===== config.mk =====
export PLATFORM = sky130hd
export DESIGN_NAME = ch1_drive_timing_config
export DESIGN_NICKNAME = d
export VERILOG_FILES = /design/src/pkg/ch1_cfg_pkg.sv /design/src/rtl/ch1_drive_timing_config.sv
export SDC_FILE = /design/constraint.sdc
export NUM_CORES = 1
export LEC_CHECK = 0
export BUFFER_PORTS_ARGS = -buffer_cell sky130_fd_sc_hd__clkbuf_2
export CAP_MARGIN = 20
export CORE_MARGIN = 5
export CORE_UTILIZATION = 48
export DETAILED_ROUTE_END_ITERATION = 16
export HOLD_SLACK_MARGIN = 0.05
export PLACE_DENSITY_LB_ADDON = 0.25
export SYNTH_ARGS = -nofsm -noshare
export SYNTH_HDL_FRONTEND = slang
export SYNTH_SLANG_ARGS = --single-unit

===== constraint.sdc =====
create_clock -name clk -period 3.1 [get_ports clk]
set_input_delay 0.93 -clock clk [delete_from_list [all_inputs] [get_ports clk]]
set_output_delay 0.93 -clock clk [all_outputs]
set_load 0.01 [all_outputs]

===== src/pkg/ch1_cfg_pkg.sv =====
`default_nettype none
package ch1_cfg_pkg;
   localparam int          DATA_W         = 32;
   localparam int          FREQ_MSB       = 31;
   localparam int          FREQ_LSB       = 30;
   localparam int          DELAY_MSB      = 18;
   localparam int          DELAY_LSB      = 8;
   localparam int          DELAY_W        = 11;
   localparam logic [1:0]  FREQ_RESET     = 2'h0;
   localparam logic [10:0] DELAY_RESET    = 11'h000;
   localparam logic [1:0]  SEL_DIV1       = 2'h0;
   localparam logic [1:0]  SEL_DIV2       = 2'h1;
   localparam logic [1:0]  SEL_DIV4       = 2'h2;
   localparam logic [1:0]  SEL_DIV20      = 2'h3;
   localparam logic [4:0]  RATIO_DIV1     = 5'h01;
   localparam logic [4:0]  RATIO_DIV2     = 5'h02;
   localparam logic [4:0]  RATIO_DIV4     = 5'h04;
   localparam logic [4:0]  RATIO_DIV20    = 5'h14;
endpackage
`default_nettype wire


===== src/rtl/ch1_drive_timing_config.sv =====
`default_nettype none
// What this block does
// - Two-bit read/write base frequency select in bits 31:30, reset to zero.
// - Select 00 passes external clock undivided; 01 divides it by two.
// - Select 10 divides external clock by four; 11 divides it by twenty.
// - Eleven-bit read/write ON delay counter in bits 18:8, reset to zero.
// - ON delay applies only while the first channel runs under serial control.
module ch1_drive_timing_config
   import ch1_cfg_pkg::*;
(
   input  wire logic               clk,
   input  wire logic               rst_n,
   input  wire logic               reg_wr,
   input  wire logic [DATA_W-1:0]  reg_wdata,
   output logic      [DATA_W-1:0]  reg_rdata,
   input  wire logic               ext_clk_in,
   input  wire logic               serial_ctrl,
   output logic                    base_freq_tick,
   output logic      [DELAY_W-1:0] on_delay
);

   ////////////////////////////////////////////////////////////////////////
   // The two stored fields and the values they take at the next edge.
   logic [1:0]         freq_sel;
   logic [DELAY_W-1:0] delay_val;
   logic [1:0]         next_freq_sel;
   logic [DELAY_W-1:0] next_delay_val;
   logic [DATA_W-1:0]  next_rdata;

   // Synchroniser, edge detector and divider state.
   logic               ext_meta;
   logic               ext_sync;
   logic               ext_prev;
   logic               ext_rise;
   logic [4:0]         div_cnt;
   logic [4:0]         next_div_cnt;
   logic               next_tick;
   logic [DELAY_W-1:0] next_on_delay;

   ////////////////////////////////////////////////////////////////////////
   // Divide ratio for a select code; any code not listed takes the slowest ratio.
   function automatic logic [4:0] ratio_of(input logic [1:0] sel);
      case (sel)
         SEL_DIV1:  ratio_of = RATIO_DIV1;
         SEL_DIV2:  ratio_of = RATIO_DIV2;
         SEL_DIV4:  ratio_of = RATIO_DIV4;
         default:   ratio_of = RATIO_DIV20;
      endcase
   endfunction

   // Base frequency field of a bus word.
   function automatic logic [1:0] freq_field(input logic [DATA_W-1:0] word);
      freq_field = word[FREQ_MSB:FREQ_LSB];
   endfunction

   // ON delay field of a bus word.
   function automatic logic [DELAY_W-1:0] delay_field(input logic [DATA_W-1:0] word);
      delay_field = word[DELAY_MSB:DELAY_LSB];
   endfunction

   // Builds the readback word; every bit outside the two fields is zero.
   function automatic logic [DATA_W-1:0] pack_word(input logic [1:0] sel, input logic [DELAY_W-1:0] dly);
      pack_word                      = '0;
      pack_word[FREQ_MSB:FREQ_LSB]   = sel;
      pack_word[DELAY_MSB:DELAY_LSB] = dly;
   endfunction

   ////////////////////////////////////////////////////////////////////////
   // A write replaces both fields at once; there is no partial write.
   always_comb
   begin
      next_freq_sel  = freq_sel;
      next_delay_val = delay_val;
      if (reg_wr)
      begin
         next_freq_sel  = freq_field(reg_wdata);
         next_delay_val = delay_field(reg_wdata);
      end
   end

   always_ff @(posedge clk)
   begin
      if (!rst_n)
      begin
         freq_sel <= FREQ_RESET;
      end
      else
      begin
         freq_sel <= next_freq_sel;
      end
   end

   always_ff @(posedge clk)
   begin
      if (!rst_n)
      begin
         delay_val <= DELAY_RESET;
      end
      else
      begin
         delay_val <= next_delay_val;
      end
   end

   // Only the two fields are stored, so reserved bits cannot hold stray writes.
   always_comb
   begin
      next_rdata = pack_word(freq_sel, delay_val);
   end

   always_ff @(posedge clk)
   begin
      if (!rst_n)
      begin
         reg_rdata <= '0;
      end
      else
      begin
         reg_rdata <= next_rdata;
      end
   end

   ////////////////////////////////////////////////////////////////////////
   // The external clock is sampled, so it must run well below clk/4.
   // Two flops settle metastability; the third only keeps the last level.
   always_ff @(posedge clk)
   begin
      if (!rst_n)
      begin
         ext_meta <= 1'b0;
      end
      else
      begin
         ext_meta <= ext_clk_in;
      end
   end

   always_ff @(posedge clk)
   begin
      if (!rst_n)
      begin
         ext_sync <= 1'b0;
      end
      else
      begin
         ext_sync <= ext_meta;
      end
   end

   always_ff @(posedge clk)
   begin
      if (!rst_n)
      begin
         ext_prev <= 1'b0;
      end
      else
      begin
         ext_prev <= ext_sync;
      end
   end

   // All three flops reset low, matching the idle pin, so no false rise follows reset.
   always_comb
   begin
      ext_rise = ext_sync && !ext_prev;
   end

   ////////////////////////////////////////////////////////////////////////
   // The count compares with >= so a smaller ratio written mid-count wraps on the next external rise.
   always_comb
   begin
      next_div_cnt = div_cnt;
      next_tick    = 1'b0;
      if (ext_rise)
      begin
         if (div_cnt + 5'h01 >= ratio_of(freq_sel))
         begin
            next_div_cnt = 5'h00;
            next_tick    = 1'b1;
         end
         else
         begin
            next_div_cnt = div_cnt + 5'h01;
         end
      end
   end

   always_ff @(posedge clk)
   begin
      if (!rst_n)
      begin
         div_cnt <= 5'h00;
      end
      else
      begin
         div_cnt <= next_div_cnt;
      end
   end

   always_ff @(posedge clk)
   begin
      if (!rst_n)
      begin
         base_freq_tick <= 1'b0;
      end
      else
      begin
         base_freq_tick <= next_tick;
      end
   end

   ////////////////////////////////////////////////////////////////////////
   // Pin-driven operation gets no programmed delay.
   always_comb
   begin
      if (serial_ctrl)
      begin
         next_on_delay = delay_val;
      end
      else
      begin
         next_on_delay = DELAY_RESET;
      end
   end

   always_ff @(posedge clk)
   begin
      if (!rst_n)
      begin
         on_delay <= DELAY_RESET;
      end
      else
      begin
         on_delay <= next_on_delay;
      end
   end

endmodule
`default_nettype wire


# Word-level counts from Yosys, hierarchy flattened
# Cells that the tools add are included.
# op_classes
n_addsub	1
n_lt_le_gt_ge	1
n_eq_ne	2
n_mux	4
n_reduce_logical	5
# op_table
op	count
$pmux W5 S3	1
$mux W5	2
$add A5 B1 Y5 const B	1
$ge A5 B5 Y1	1
$reduce_and A2 Y1	2
$eq A2 B1 Y1 const B	1
$eq A2 B2 Y1 const B	1
$logic_not A2 Y1	1
$logic_and A1 B1 Y1	1
$logic_not A1 Y1	1
$mux W1	1
# totals
reg_bits	65
inputBits	37
output_inout_bits	44
word_cells	23

# Depth between registers and ports, before layout
# depth
depth_word	5
depth_mapped	8
mapped_depth_nobuf	8

# Least setup slack after synthesis
# OpenSTA, ideal clock, no wires.
# synth_path
path_type	register to register
from	reg div_cnt[0]
to	reg base_freq_tick
setup_ps	115
t_arrival_ps	1749
required_ps	2985
slack_ps	1236
path_stages_with_launch	8
path_buffers	0
period_less_slack_ps	1864
cell_sequence	dfxtp_1 ha_1 xor2_1 ha_1 a21o_1 a31oi_4 a31oi_4 and3_1
# synth_between
elab_chain_cells	3
# synth_rtl
item	line_no	rtl
start: declaration	ch1_drive_timing_config.sv:35	logic [4:0] div_cnt;
start signal: assignment	ch1_drive_timing_config.sv:196	div_cnt <= next_div_cnt;
$add A5 B1 Y5	ch1_drive_timing_config.sv:176	if (div_cnt + 5'h01 >= ratio_of(freq_sel))
$ge A5 B5 Y1	ch1_drive_timing_config.sv:176	
$mux W1	ch1_drive_timing_config.sv:176	
end signal: assignment	ch1_drive_timing_config.sv:208	base_freq_tick <= next_tick;
end: declaration	ch1_drive_timing_config.sv:18	output logic base_freq_tick,
# Every way passes these cells.
# A chain may end at the register's enable or synchronous reset.

# Worst setup path after layout
# Ends and elaborated chain as after synthesis.

==> results.json <==
{
  "cts_resized": 0,
  "die_y_um": 70.6,
  "clk_pin_slew_ns": 0.08,
  "dieArea_sq_mm": 0.00499,
  "grt_max_degree": 35,
  "ys_ff_latch": 46,
  "diodes": 0,
  "multiInputGateArea_sq_um": 727,
  "setup_viol_count_final": 0,
  "endpoint_kind": "flip-flop",
  "dpl.hpwl_um": 2290,
  "vias": 1188,
  "ant_nets": 0,
  "netlist_area_sq_mm": 0.00177,
  "grt_pass1_vias": 1125,
  "fp.dieW_um": 70.6,
  "slowest_stage": "dfxtp_1",
  "core_area_sq_mm": 0.00361,
  "grt.overflow.total": 0,
  "ys_seq_area_share_pct": 52.2,
  "rsz0062_at_grt": "false",
  "drcViolationCount": 0,
  "cp.buffers_inverters": 0,
  "area_delta_synth_final_pct": 15.3,
  "htree_levels": 2,
  "final_layout_size_suffix_gt1_share_pct": 24.5,
  "avgViaCountPerCell": 4.57,
  "finClkSkew_ns": 0.00320,
  "cts_made_buffers": 5,
  "cts_tree": "yes",
  "antenna_found_initial": 0,
  "grt_use_total_pct": 13.0,
  "slew_headroom_pct": 66.2,
  "finalCritPeriodShare_pct": 65.5,
  "arrival_ns": 2.22,
  "hold_ws_ns": 0.440,
  "post-route-min-period_ns": 2.03,
  "fmax_mhz": 493,
  "hold_violations": 0,
  "ys_warn_count": 0,
  "crit_required_ns": 3.29,
  "grt_pass1_wl_um": 5050,
  "irDropWorstVdd_mv": 0.277,
  "wl_per_cell_um": 11.9,
  "tightest_slew_ns": 0.507,
  "routed_wl_um": 3090,
  "final_area_sq_mm": 0.00204,
  "final_common_cell": "dfxtp_1",
  "ys_types": 30,
  "max_cap_violations": 0,
  "rows": 22,
  "ios": 81,
  "post_cts_buffers": 0,
  "hold_buffers": 0,
  "ff_latch_area_sq_um": 921,
  "path_cells": "ha_1 -> xor2_1 -> ha_1 -> a21o_1 -> a31oi_4 -> a31oi_4 -> and3_1",
  "first_pass_iters": 4,
  "drt_iter0_drc": 66,
  "syn_inst": 170,
  "cp_top_family": "adder cells",
  "port_buffers": 42,
  "gp_congestion": 0.877,
  "synth_top_area_cell": "dfxtp_1",
  "hp-class": "flip-flop to flip-flop",
  "critical_path_class": "flip-flop to flip-flop",
  "final_cell_mix": "46 x dfxtp_1, 42 x clkbuf_2, 19 x conb_1",
  "placed_area_sq_mm": 0.00193,
  "cts_max_path_buffers": 2,
  "fin_nets": 253,
  "final.setup.tns_ns": 0,
  "fillCellCount": 336,
  "status": "finished clean",
  "synth_top_area_share_pct": 52.2,
  "clockRootBuffer": "clkbuf_8",
  "power.density_mw_per_mm2": 562,
  "slew_violations": 0,
  "cpPeakStageDelay_ns": 0.46,
  "critical_path.startpoint_type": "flip-flop",
  "syn_area_per_cell_sq_um": 10.4,
  "critPathMaxFanout": 6,
  "yosys-top-cells-area": "dfxtp_1 52%, buf_4 8.5%, mux2i_1 7.4%",
  "cts.sinks": 46,
  "p_leak_nw": 1.00,
  "clk_latency_ns": 0.29,
  "start_util_pct": 49.0
}
[worst reg2reg max path, delay by kind of cell, from the launching register on]
family / cells / cell delay [ns]
adders and majority gates: 2 / 0.58
AOI/OAI and AO/OA: 3 / 0.53
DFF: 1 / 0.46
and+or+nand+nor: 1 / 0.20
xor gates and xnor gates: 1 / 0.17
[cells by family after synthesis]
kind of cell	after synthesis	synth area share, %
muxes	13	7.37
DFF	46	52.2
buffers and inverters	29	10.5
xor gates and xnor gates	3	1.91
and+or+nand+nor	62	18.7
adders and majority gates	5	3.54
other	1	0.212
AOI/OAI and AO/OA	11	5.60
[layer usage]
metal	GRT usage, %	wire length [um]	vias up
met5	0	0	-
met4	7.31	57	0
met3	4.26	249	6
met2	22.0	1550	43
met1	14.3	1230	534
li1	-	-	605
[state kept, by name, indices dropped and copies added (netlist names)]
name,count
base_freq_tick,1
delay_val,11
div_cnt,5
ext_meta,1
ext_prev,1
ext_sync,1
freq_sel,2
on_delay,11
reg_rdata,13
[cell type report]
| class | count | share of cell area [%] |
|---|---|---|
| Clock inverter | 1 | 1.48 |
| Tap cell | 48 | 2.95 |
| Sequential cell | 46 | 45.2 |
| Multi-Input combinational cell | 113 | 35.7 |
| Timing Repair Buffer | 42 | 10.3 |
| Inverter | 3 | 0.553 |
| Clock buffer | 7 | 3.75 |
[per-stage QoR]
stage	std cells	power (mW)	utilization [%]	setup slack, ns
final	260	1.14	56.5	1.07
after global routing	260	1.19	56.5	0.945
after CTS	260	1.15	56.5	1.09
after detailed placement	252	0.733	53.5	1.05
after global placement	252	0.729	53.5	1.08
after floorplan	188	0.719	-	1.24
[cell usage after synthesis]
cell and instances:
dfxtp_1 46, nor2_1 18, nand3_1 6, a21oi_1 2, nand4b_1 1, o21ai_1 2
a31oi_4 2, nand2b_1 2, nand2_1 4, mux2i_1 13, nor4_1 1, conb_1 1
buf_2 1, clkbuf_1 5, ha_1 5, and2_1 15, nor2b_1 1, inv_1 3
buf_4 20, nor3_1 1, xnor2_1 1, a21o_1 1, nand3_2 1, a2bb2oi_1 1
a31oi_1 1, o31ai_1 1, xor2_1 1, o22ai_1 1, and3_1 12, xor2_2 1
[final timing paths]
kind         slack (ns)             end  depth (start not counted)  startpoint
min                0.44        ext_sync                          1    ext_meta
min reg2reg        0.44        ext_sync                          1    ext_meta
max                1.07  base_freq_tick                          7  div_cnt[0]
max reg2reg        1.07  base_freq_tick                          7  div_cnt[0]
[report_power, final]
group | leakage [nW] | internal [mW] | switching [mW]
combinational | 0.576 | 0.0399 | 0.0557
sequential | 0.376 | 0.613 | 0.0109
clock | 0.0524 | 0.241 | 0.183
(Power assumes the default switching activity.)
